===== src/cfb_params.svh =====
`ifndef CFB_PARAMS_SVH
`define CFB_PARAMS_SVH
// ==========================================================
// Register map
`define CFB_ADDR_SELECT 12'h000
`define CFB_ADDR_ROUTE_STATUS 12'h004
`define CFB_ADDR_ROUTE_COUNT 12'h008
`define CFB_ADDR_W 12
`define CFB_SELECT_RESET 16'h0000
// ==========================================================
// Field positions
`define CFB_F12_LSB 0
`define CFB_F13_LSB 4
`define CFB_F14_LSB 8
`define CFB_F15_LSB 12
`define CFB_FIELD_W 4
`define CFB_F12_MSB 3
`define CFB_F13_MSB 7
`define CFB_F14_MSB 11
`define CFB_F15_MSB 15
`define CFB_NUM_FILTERS 4
// ==========================================================
// Filter numbers on the accept interface
`define CFB_SEL_F12 2'h0
`define CFB_SEL_F13 2'h1
`define CFB_SEL_F14 2'h2
`define CFB_SEL_F15 2'h3
// ==========================================================
// Route status word layout
`define CFB_ST_BUF_LSB 0
`define CFB_ST_FIFO_BIT 5
`define CFB_ST_FILT_LSB 6
`define CFB_FIRST_FILTER 2'h0
`define CFB_DEST_FIFO 4'hf
`define CFB_DEST_NONE 4'h0
`endif


===== src/cfb_pkg.sv =====
// ==========================================================
// Types for the filter 12-15 routing block
package cfb_pkg;
  typedef logic [3:0] cfb_dest_t;
  typedef enum logic [1:0] {
    cfb_idle,
    cfb_route
  } cfb_state_t;
  typedef struct packed {
    cfb_state_t state;
    logic [15:0] filter_12_15_buffer_select;
    logic route_valid;
    logic route_to_fifo;
    logic [3:0] route_buffer;
    logic [1:0] route_filter;
    logic [15:0] route_count;
    logic [31:0] prdata;
  } cfb_regs_t;
endpackage : cfb_pkg


===== src/cfb_router.sv =====
// Chosen here: the APB register port and the register offsets.
`timescale 1ns/1ns
`include "cfb_params.svh"
module cfb_router
  import cfb_pkg::*;
(
  input wire logic pclk,
  input wire logic presetn,
  input wire logic psel,
  input wire logic penable,
  input wire logic pwrite,
  input wire logic [11:0] paddr,
  input wire logic [31:0] pwdata,
  input wire logic [3:0] pstrb,
  output logic [31:0] prdata,
  output logic pready,
  output logic pslverr,
  input wire logic msg_accept,
  input wire logic [1:0] msg_filter,
  output logic route_valid,
  output logic route_to_fifo,
  output logic [3:0] route_buffer,
  output logic [1:0] route_filter
);
  // ==========================================================
  // State
  cfb_regs_t r;
  cfb_regs_t next_r;
  cfb_dest_t sel_dest;
  logic dec_fifo;
  logic [3:0] dec_index;
  logic wr_en;
  logic rd_en;
  logic addr_hit;
  cfb_dest_t fil_dest [`CFB_NUM_FILTERS];
  logic fil_fifo [`CFB_NUM_FILTERS];
  logic [3:0] fil_index [`CFB_NUM_FILTERS];
  logic sel_write;
  logic cnt_clear;

  // Field of one filter from the select register
  function automatic cfb_dest_t field_of(input logic [15:0] reg_val, input logic [1:0] filt);
    cfb_dest_t f;
    f = `CFB_DEST_NONE;
    case (filt)
      `CFB_SEL_F12: f = reg_val[`CFB_F12_LSB +: `CFB_FIELD_W];
      `CFB_SEL_F13: f = reg_val[`CFB_F13_LSB +: `CFB_FIELD_W];
      `CFB_SEL_F14: f = reg_val[`CFB_F14_LSB +: `CFB_FIELD_W];
      `CFB_SEL_F15: f = reg_val[`CFB_F15_LSB +: `CFB_FIELD_W];
      default: f = `CFB_DEST_NONE;
    endcase
    return f;
  endfunction : field_of

  // Address decode
  function automatic logic is_mapped(input logic [11:0] a);
    return (a == `CFB_ADDR_SELECT) || (a == `CFB_ADDR_ROUTE_STATUS) || (a == `CFB_ADDR_ROUTE_COUNT);
  endfunction : is_mapped

  // ==========================================================
  // Field selection and decode
  assign sel_dest = field_of(r.filter_12_15_buffer_select, msg_filter);

  // Per-filter decode, one decoder for each destination field
  for (genvar g = 0; g < `CFB_NUM_FILTERS; g++) begin : g_filter
    // Field of this filter, fixed at elaboration
    assign fil_dest[g] = field_of(r.filter_12_15_buffer_select, 2'(g));
    cfb_dest_decode u_decode (
      .dest(fil_dest[g]),
      .to_fifo(fil_fifo[g]),
      .buffer_index(fil_index[g])
    );
  end

  // The accepting filter picks its own decoded destination
  assign dec_fifo = fil_fifo[msg_filter];
  assign dec_index = fil_index[msg_filter];

  // APB strobes; zero wait states
  assign addr_hit = is_mapped(paddr);
  assign wr_en = psel && penable && pwrite;
  assign rd_en = psel && !penable && !pwrite;
  assign sel_write = wr_en && (paddr == `CFB_ADDR_SELECT);
  assign cnt_clear = wr_en && (paddr == `CFB_ADDR_ROUTE_COUNT) && pstrb[0];

  // Next state
  always_comb begin
    next_r = r;
    next_r.route_valid = 1'b0;
    case (r.state)
      cfb_idle: begin
        if (msg_accept) begin
          next_r.state = cfb_route;
        end
      end
      cfb_route: begin
        if (!msg_accept) begin
          next_r.state = cfb_idle;
        end
      end
      default: begin
        next_r.state = cfb_idle;
      end
    endcase
    // Capture the route at acceptance time
    if (msg_accept) begin
      next_r.route_valid = 1'b1;
      next_r.route_to_fifo = dec_fifo;
      next_r.route_buffer = dec_index;
      next_r.route_filter = msg_filter;
      next_r.route_count = r.route_count + 16'h0001;
    end
    // Register write with byte lanes
    if (sel_write) begin
      if (pstrb[0]) begin
        next_r.filter_12_15_buffer_select[7:0] = pwdata[7:0];
      end
      if (pstrb[1]) begin
        next_r.filter_12_15_buffer_select[15:8] = pwdata[15:8];
      end
    end
    if (cnt_clear) begin
      next_r.route_count = 16'h0000;
    end
    // Read data captured in setup phase
    if (rd_en) begin
      case (paddr)
        `CFB_ADDR_SELECT: next_r.prdata = {16'h0000, r.filter_12_15_buffer_select};
        `CFB_ADDR_ROUTE_STATUS: next_r.prdata = {24'h000000, r.route_filter, r.route_to_fifo, 1'b0, r.route_buffer};
        `CFB_ADDR_ROUTE_COUNT: next_r.prdata = {16'h0000, r.route_count};
        default: next_r.prdata = 32'h00000000;
      endcase
    end
  end

  // Register the state
  always_ff @(posedge pclk or negedge presetn) begin
    if (!presetn) begin
      r <= '{state: cfb_idle, filter_12_15_buffer_select: `CFB_SELECT_RESET, route_valid: 1'b0,
             route_to_fifo: 1'b0, route_buffer: 4'h0, route_filter: `CFB_FIRST_FILTER,
             route_count: 16'h0000, prdata: 32'h00000000};
    end else begin
      r <= next_r;
    end
  end

  // Outputs
  assign prdata = r.prdata;
  assign pready = 1'b1;
  assign pslverr = psel && penable && !addr_hit;
  assign route_valid = r.route_valid;
  assign route_to_fifo = r.route_to_fifo;
  assign route_buffer = r.route_buffer;
  assign route_filter = r.route_filter;

  // ==========================================================
  // Assertions
  // All-ones code routes to the FIFO
  a_fifo_code: assert property (@(posedge pclk) disable iff (!presetn)
    msg_accept && sel_dest == `CFB_DEST_FIFO |=> route_valid && route_to_fifo)
    else $error("All-ones destination did not route to FIFO");

  // FIFO routes carry buffer index zero
  a_fifo_index: assert property (@(posedge pclk) disable iff (!presetn)
    msg_accept && sel_dest == `CFB_DEST_FIFO |=> route_buffer == `CFB_DEST_NONE)
    else $error("FIFO route left a buffer index");

  // Other codes name the buffer with that index
  a_buffer_index: assert property (@(posedge pclk) disable iff (!presetn)
    msg_accept && sel_dest != `CFB_DEST_FIFO |=> route_valid && !route_to_fifo && route_buffer == $past(sel_dest))
    else $error("Buffer index does not match destination");

  // A buffer route never names index fifteen
  a_buffer_range: assert property (@(posedge pclk) disable iff (!presetn)
    !route_to_fifo |-> route_buffer != `CFB_DEST_FIFO)
    else $error("Buffer route outside buffer 0 to 14");

  // FIFO flag and buffer index stay consistent
  a_fifo_pair: assert property (@(posedge pclk) disable iff (!presetn)
    route_to_fifo |-> route_buffer == `CFB_DEST_NONE)
    else $error("FIFO flag with a buffer index");

  // Filter 15 takes bits 15 to 12
  a_f15_field: assert property (@(posedge pclk) disable iff (!presetn)
    msg_accept && msg_filter == `CFB_SEL_F15 |-> sel_dest == r.filter_12_15_buffer_select[`CFB_F15_MSB:`CFB_F15_LSB])
    else $error("Filter 15 field wrong");

  // Filter 14 takes bits 11 to 8
  a_f14_field: assert property (@(posedge pclk) disable iff (!presetn)
    msg_accept && msg_filter == `CFB_SEL_F14 |-> sel_dest == r.filter_12_15_buffer_select[`CFB_F14_MSB:`CFB_F14_LSB])
    else $error("Filter 14 field wrong");

  // Filter 13 takes bits 7 to 4
  a_f13_field: assert property (@(posedge pclk) disable iff (!presetn)
    msg_accept && msg_filter == `CFB_SEL_F13 |-> sel_dest == r.filter_12_15_buffer_select[`CFB_F13_MSB:`CFB_F13_LSB])
    else $error("Filter 13 field wrong");

  // Filter 12 takes bits 3 to 0
  a_f12_field: assert property (@(posedge pclk) disable iff (!presetn)
    msg_accept && msg_filter == `CFB_SEL_F12 |-> sel_dest == r.filter_12_15_buffer_select[`CFB_F12_MSB:`CFB_F12_LSB])
    else $error("Filter 12 field wrong");

  // Filter 15 route follows its field end to end
  a_f15_route: assert property (@(posedge pclk) disable iff (!presetn)
    msg_accept && msg_filter == `CFB_SEL_F15 |=>
      route_to_fifo == ($past(r.filter_12_15_buffer_select[`CFB_F15_MSB:`CFB_F15_LSB]) == `CFB_DEST_FIFO))
    else $error("Filter 15 route does not follow its field");

  // Filter 12 route follows its field end to end
  a_f12_route: assert property (@(posedge pclk) disable iff (!presetn)
    msg_accept && msg_filter == `CFB_SEL_F12 |=>
      route_to_fifo == ($past(r.filter_12_15_buffer_select[`CFB_F12_MSB:`CFB_F12_LSB]) == `CFB_DEST_FIFO))
    else $error("Filter 12 route does not follow its field");

  // Route names the filter that was accepted
  a_filter_capture: assert property (@(posedge pclk) disable iff (!presetn)
    msg_accept |=> route_filter == $past(msg_filter))
    else $error("Route filter differs from accepted filter");

  // Route holds between accepted messages
  a_route_hold: assert property (@(posedge pclk) disable iff (!presetn)
    ##1 !$past(msg_accept) |-> $stable(route_buffer) && $stable(route_to_fifo))
    else $error("Route changed without an accepted message");

  // Valid only after an accept
  a_valid_pulse: assert property (@(posedge pclk) disable iff (!presetn)
    route_valid |-> $past(msg_accept))
    else $error("Route valid without acceptance");

  // No accept, no valid on the next cycle
  a_valid_idle: assert property (@(posedge pclk) disable iff (!presetn)
    !msg_accept |=> !route_valid)
    else $error("Route valid held without acceptance");

  // State enters route on an accept
  a_state_route: assert property (@(posedge pclk) disable iff (!presetn)
    msg_accept |=> r.state == cfb_route)
    else $error("State missed an accepted message");

  // State returns to idle without an accept
  a_state_idle: assert property (@(posedge pclk) disable iff (!presetn)
    !msg_accept |=> r.state == cfb_idle)
    else $error("State stayed busy without acceptance");

  // Lane 0 write lands in the low byte
  a_lane0_write: assert property (@(posedge pclk) disable iff (!presetn)
    sel_write && pstrb[0] |=> r.filter_12_15_buffer_select[7:0] == $past(pwdata[7:0]))
    else $error("Low byte of select register not written");

  // Lane 1 write lands in the high byte
  a_lane1_write: assert property (@(posedge pclk) disable iff (!presetn)
    sel_write && pstrb[1] |=> r.filter_12_15_buffer_select[15:8] == $past(pwdata[15:8]))
    else $error("High byte of select register not written");

  // Select register changes only by a write
  a_select_keep: assert property (@(posedge pclk) disable iff (!presetn)
    !sel_write |=> $stable(r.filter_12_15_buffer_select))
    else $error("Select register changed without a write");

  // Read of the select register
  a_read_select: assert property (@(posedge pclk) disable iff (!presetn)
    rd_en && paddr == `CFB_ADDR_SELECT |=> prdata == {16'h0000, $past(r.filter_12_15_buffer_select)})
    else $error("Select register read data wrong");

  // Read of the route status word
  a_read_status: assert property (@(posedge pclk) disable iff (!presetn)
    rd_en && paddr == `CFB_ADDR_ROUTE_STATUS |=>
      prdata[`CFB_ST_BUF_LSB +: `CFB_FIELD_W] == $past(route_buffer) && prdata[`CFB_ST_FIFO_BIT] == $past(route_to_fifo)
      && prdata[`CFB_ST_FILT_LSB +: $bits(route_filter)] == $past(route_filter))
    else $error("Route status read data wrong");

  // Read of the route count
  a_read_count: assert property (@(posedge pclk) disable iff (!presetn)
    rd_en && paddr == `CFB_ADDR_ROUTE_COUNT |=> prdata == {16'h0000, $past(r.route_count)})
    else $error("Route count read data wrong");

  // Unmapped reads return zero
  a_read_unmapped: assert property (@(posedge pclk) disable iff (!presetn)
    rd_en && !addr_hit |=> prdata == 32'h00000000)
    else $error("Unmapped read returned data");

  // Read data holds outside a read setup
  a_read_hold: assert property (@(posedge pclk) disable iff (!presetn)
    !rd_en |=> $stable(prdata))
    else $error("Read data changed without a read");

  // Each accept adds one to the count
  a_count_step: assert property (@(posedge pclk) disable iff (!presetn)
    msg_accept && !cnt_clear |=> r.route_count == $past(r.route_count) + 16'h0001)
    else $error("Route count did not step");

  // Clear wins over a same-cycle accept
  a_count_clear: assert property (@(posedge pclk) disable iff (!presetn)
    cnt_clear |=> r.route_count == 16'h0000)
    else $error("Route count not cleared");

  // Count holds with neither accept nor clear
  a_count_hold: assert property (@(posedge pclk) disable iff (!presetn)
    !msg_accept && !cnt_clear |=> $stable(r.route_count))
    else $error("Route count changed on its own");

endmodule : cfb_router


===== src/cfb_dest_decode.sv =====
`timescale 1ns/1ns
`include "cfb_params.svh"
// ==========================================================
// Destination field decoder: FIFO code or buffer index
module cfb_dest_decode
  import cfb_pkg::*;
(
  input wire logic [3:0] dest,
  output logic to_fifo,
  output logic [3:0] buffer_index
);
  // All ones selects the FIFO, others name buffer 0 to 14
  always_comb begin
    to_fifo = (dest == `CFB_DEST_FIFO);
    buffer_index = to_fifo ? `CFB_DEST_NONE : dest;
  end
endmodule : cfb_dest_decode


===== config.mk =====
export PLATFORM = sky130hd
export DESIGN_NAME = cfb_router
export DESIGN_NICKNAME = d
export VERILOG_FILES = /design/src/cfb_pkg.sv /design/src/cfb_router.sv /design/src/cfb_dest_decode.sv
export VERILOG_INCLUDE_DIRS = /design/src
export SDC_FILE = /design/constraint.sdc
export NUM_CORES = 1
export LEC_CHECK = 0
export ABC_AREA = 1
export BUFFER_PORTS_ARGS = -buffer_cell sky130_fd_sc_hd__buf_4
export CAP_MARGIN = 20
export CORE_UTILIZATION = 47
export CTS_CLUSTER_SIZE = 16
export DETAILED_ROUTE_END_ITERATION = 12
export GPL_ROUTABILITY_DRIVEN = 0
export GPL_TIMING_DRIVEN = 0
export PLACE_DENSITY = 0.76
export SLEW_MARGIN = 25
export SYNTH_ARGS = -nofsm -noshare
export SYNTH_HDL_FRONTEND = slang
export SYNTH_SLANG_ARGS = --single-unit
export TNS_END_PERCENT = 10

===== constraint.sdc =====
create_clock -name pclk -period 1.3 [get_ports pclk]
set_input_delay 0.065 -clock pclk [delete_from_list [all_inputs] [get_ports pclk]]
set_output_delay 0.065 -clock pclk [all_outputs]
set_load 0.02 [all_outputs]

# --- Yosys cells after proc, flatten, opt, wreduce, memory -nomap -nowiden ---
# Index checks and enable logic that the tools add are counted.
classes:
  add_sub_neg: 1
  order_cmp: 1
  n_eq_ne: 6
  n_mux: 13
  bitwise: 1
  reduce_logical: 17
ops:
  columns: ["cell", "count"]
  rows:
  - ["16-bit case mux with 3 select lines", 1]
  - ["24-bit 2-to-1 mux", 1]
  - ["4-bit 2-to-1 mux", 6]
  - ["16-bit by 1-bit adder with 16-bit output, second input constant", 1]
  - ["4-bit == test, second input constant", 4]
  - ["16-bit 2-to-1 mux", 1]
  - ["12-bit by 3-bit == test with 1-bit output, second input constant", 1]
  - ["12-bit by 4-bit == test with 1-bit output, second input constant", 1]
  - ["12-bit logical NOT", 1]
  - ["4-bit binary-select mux with 2-bit select", 1]
  - ["1-bit logical AND", 8]
  - ["2-bit AND reduction", 2]
  - ["3-bit >= comparator, second input constant", 1]
  - ["1-bit logical NOT", 3]
  - ["2-bit inverter with 3-bit output", 1]
  - ["1-bit binary-select mux with 2-bit select", 1]
  - ["1-bit logical OR", 2]
  - ["1-bit 2-to-1 mux", 2]
  - ["2-bit nonzero test", 1]
totals:
  ff_bits: 72
  inputBits: 56
  output_inout_bits: 42
  elab_cells: 47

# --- Logic depth before layout (Yosys ltp) ---
logic_depth:
  ltp_word: 7
  mapped_depth: 9
  mapped_depth_nobuf: 9

# --- By module ---
# From an unflattened synthesis, not the netlist that was laid out.
hier_totals:
  cells_unflattened: 491
  hier_area_um2: 3520.9
modules_own_cells:
  columns: ["module", "instances", "cells_per_inst", "area_per_inst_um2", "seq_area_each_um2"]
  rows:
  - ["cfb_router", 1, 447, 3315.7, 1401.3]
  - ["cfb_dest_decode", 4, 11, 51.3, 0.0]

# --- Worst setup path before layout ---
# OpenSTA, ideal clock, no wires.
synth_path:
  kind: "reg2reg"
  start: "register r[32] in the netlist's numbering"
  end: "register r[42] in the netlist's numbering"
  setup_ns: 0.117
  arrival_ns: 1.136
  required_ns: 1.183
  setup_slack_ns: 0.047
  path_stages_with_launch: 9
  path_buffers: 0
  synth_period_minus_slack_ns: 1.253
  path_cell_list: "dfrtp_1 > ha_1 > nand2_1 > inv_2 > nand2_1 > nor2_1 > nand3_1 > nor2_1 > nor2_1"
synth_via:
  elab_chain_len: 3
synth_lines:
  columns: ["element", "line", "source"]
  rows:
  - ["start, declared", "cfb_router.sv:27", "cfb_regs_t r;"]
  - ["start signal, assigned", "cfb_router.sv:139", "r <= '{state: cfb_idle, filter_12_15_buffer_select: `CFB_SELECT_RESET, route_valid: 1'b0,"]
  - ["start signal, assigned", "cfb_router.sv:143", "r <= next_r;"]
  - ["16-bit by 1-bit adder with 16-bit output", "cfb_router.sv:111", "next_r.route_count = r.route_count + 16'h0001;"]
  - ["24-bit 2-to-1 mux", "cfb_router.sv:106", "if (msg_accept) begin"]
  - ["16-bit 2-to-1 mux", "cfb_router.sv:122", "if (cnt_clear) begin"]
# Every way passes these cells. The select of a mux whose other input is x is not followed.
# A chain may end at the register's enable or synchronous reset.

# --- Final worst setup path ---
layout_path:
  start: "register r[32] in the netlist's numbering"
  end: "register r[46] in the netlist's numbering"
# Same word-level chain as after synthesis.

==> impl_metrics.csv <==
group,metric,value,unit
power_and_ir_drop,internal_power,0.00281,W
timing,slew_viol_final,0,
layout,syn_to_final_growth,29.7,%
global_routing,antenna_found_initial,0,
global_routing,grtUsageMet3,0.0410,
outcome,status,"complete, but fails checks",
global_routing,grt-busiest-layer,"met2",
timing,setup_viol,7,
cts,cts_tree,"done",
worst_setup_path,crit_path_end,"r[46]",
floorplanning,num_rows,30,
cts,clk_pin_slew_worst_paths,0.10,ns
power_and_ir_drop,power_density,958,mW/mm^2
power_and_ir_drop,p_sw,0.00135,W
placement,dpl.hpwl,6030,microns
timing,whs,0.00860,ns
synth,synth_cells,473,
timing,slew_headroom,0.532,
placement,dpl_cell_area,0.00400,sq mm
worst_setup_path,r2r_setup_slack,-0.05,ns
layout,fillers,635,
power_and_ir_drop,ir_drop,0.000446,V
cts,clkLatencyLatePin,0.31,ns
timing,clock_skew,0.0110,ns
global_routing,grt_max_degree,57,
drt,viasPerCell,4.88,
timing,period_share,1.04,
power_and_ir_drop,power,0.00417,W
floorplanning,core,0.00683,sq mm
worst_setup_path,ff2ff_path_depth,9,
layout,mostFrequentLayoutCells,"nand2_1, buf_4, nand3_1",
cts,cts-htree-levels,2,
cts,clockRootBuffer,"clkbuf_8",
synth,yosysUniqueCellTypes,26,
floorplanning,initial_core_util,0.491,
drt,drt_first_pass_iters,4,
cts,cts.sinks,56,
layout,layout-drive-gt1-share,0.267,
placement,pre_cts_ws,-0.173,ns
layout,fin_area,0.00435,sq mm
flow_run,cap_violations,0,
global_routing,grt_use_total,0.232,
power_and_ir_drop,comb_power_share,0.255,
drt,drc,0,
placement,port_buffers,62,
floorplanning,fp.dieH,86.5,microns
global_routing,first_global_vias,3056,
timing,tightest_slew,0.702,ns
worst_setup_path,timing.rr.end,"r[46]",
power_and_ir_drop,switching_share,0.325,
floorplanning,dieWidth,86.5,microns
global_routing,grt_pass1_wl,13600,microns
outcome,failed_checks,"setup timing",
worst_setup_path,cp-end-kind,"register",
worst_setup_path,start_kind,"register",
drt,drt-initial-drc-count,211,
timing,max_clock_freq,742,MHz
power_and_ir_drop,p_leak,2.45,nW
timing,fin_crit,1.35,ns
drt,routed_wl,8140,microns
cts,cts_buffers,5,
power_and_ir_drop,seqPwrFrac,0.505,
synth,syn_area,0.00335,sq mm
worst_setup_path,worstSetupStartpoint,"r[32]",
timing,hold_viol_final,0,
timing,rsz0062_at_grt,"yes",
worst_hold_path,min_path_type,"input pin to register",
layout,antenna_cells,0,
worst_setup_path,reg2reg_from,"r[32]",
power_and_ir_drop,p_clk_frac,0.240,
cts,clock_path_buffers,2,
floorplanning,io_pins,98,
global_routing,met2_usage,0.403,
synth,synth_warnings,0,
worst_setup_path,cp.required,1.55,ns
timing,worst_slack,-0.0486,ns
synth,ys_seq_elements,56,
worst_setup_path,critPathKind,"register to register",
floorplanning,die_area,0.00748,sq mm
drt,wire_per_inst,12.0,microns
drt,num_vias,3299,
synth,synth_area_per_cell,7.09,sq um
drt,ant_nets,0,
worst_setup_path,worstPathMaxFanout,4,
worst_setup_path,worstPathArrival,1.60,ns
global_routing,overflow,0,
layout,num-nets-final,636,
global_routing,met1_usage,0.299,
layout,final_common_cell,"nand2_1",
synth,yosysSeqAreaShare,0.418,
## per-layer routing
| metal | part of all wire | wire [microns] |
|---|---|---|
| met1 | 0.44 | 3590 |
| met5 | 0 | 0 |
| met4 | 0.014 | 115 |
| met2 | 0.50 | 4050 |
| met3 | 0.049 | 398 |
## kinds of logic (layout without fill, tap and decap cells)
group,count (synthesis),in the layout,share of synthesized area
compound gates,17,17,0.0276
xor+xnor,1,1,0.00261
fa+ha+maj,1,1,0.00373
buf+inv,85,177,0.146
flops,56,56,0.418
other cells,2,17,0.00224
simple gates,311,311,0.400
## worst max-delay path: stages, from the launching register on
cell and delay (ns):
dfrtp_1 0.41, ha_2 0.21, inv_1 0.06, nor2_1 0.11, nand2_1 0.11, nor2_4 0.13
nand3_1 0.08, nand2_1 0.06, inv_1 0.03, nor2_1 0.08
## how the worst min path moves through the flow
stage | from | end | slack, ns | depth (start not counted)
2_1_floorplan | presetn | fil_dest[0] | -0.23 | 0
3_3_place_gp | presetn | route_valid | 0.15 | 1
3_5_place_dp | presetn | route_valid | 0.16 | 1
4_1_cts | pwdata[1] | fil_dest[13] | 0.008 | 3
5_1_grt | pwdata[1] | fil_dest[13] | 0.03 | 3
6_report | pwdata[0] | fil_dest[12] | 0.009 | 3
## synth_stat cells (all sizes together)
master  instances  area [sq um]
a21oi           6          30.0
and2            1          6.26
buf            47           345
clkbuf          5          18.8
conb            2          7.51
dfrtp          56          1400
ha              1          12.5
inv            33           124
nand2         173           654
nand3          84           425
nand4           5          37.5
nor2           46           208
nor3            1          5.00
o21ai           8          40.0
o21bai          3          22.5
or2             1          6.26
xor2            1          8.76
## per-stage QoR
step	setup TNS (ns)	utilization	cells
6_report	-0.152	0.637	676
2_1_floorplan	0	-	488
3_3_place_gp	-0.781	0.585	646
3_5_place_dp	-1.17	0.585	646
4_1_cts	-0.0262	0.634	675
5_1_grt	-1.30	0.637	676
## repair_timing
| action | CTS | global route |
|---|---|---|
| pin swaps | 6 | 3 |
| hold buffers | 16 | 0 |
| buffers inserted | 5 | 1 |
| gates resized for setup | 13 | 4 |
| hold endpoints to repair | 71 | 0 |
| setup endpoints to repair | 9 | 12 |
## final cells by class
cell class,instances,area (sq um),area share
Clock inverter,1,7.51,0.00173
Sequential cell,56,1400,0.322
Timing Repair Buffer,84,671,0.154
Multi-Input combinational cell,347,1580,0.362
Clock buffer,7,86.3,0.0198
Tap cell,96,120,0.0276
Inverter,33,124,0.0285
Buffer,52,364,0.0837
## state kept, by name (all words and copies together) (netlist names)
signal	count
fil_dest	16
prdata	16
r	16
route_buffer	4
route_filter	2
route_to_fifo	1
route_valid	1
## power groups by stage
stage          clock (W)  sequential, W  combinational [W]
2_1_floorplan          0        0.00207           0.000586
3_3_place_gp           0        0.00212           0.000805
4_1_cts          0.00101        0.00209            0.00101
5_1_grt          0.00107        0.00212            0.00119
6_report         0.00100        0.00210            0.00106
3_5_place_dp           0        0.00213           0.000828
Power figures use the tool's default switching activity.
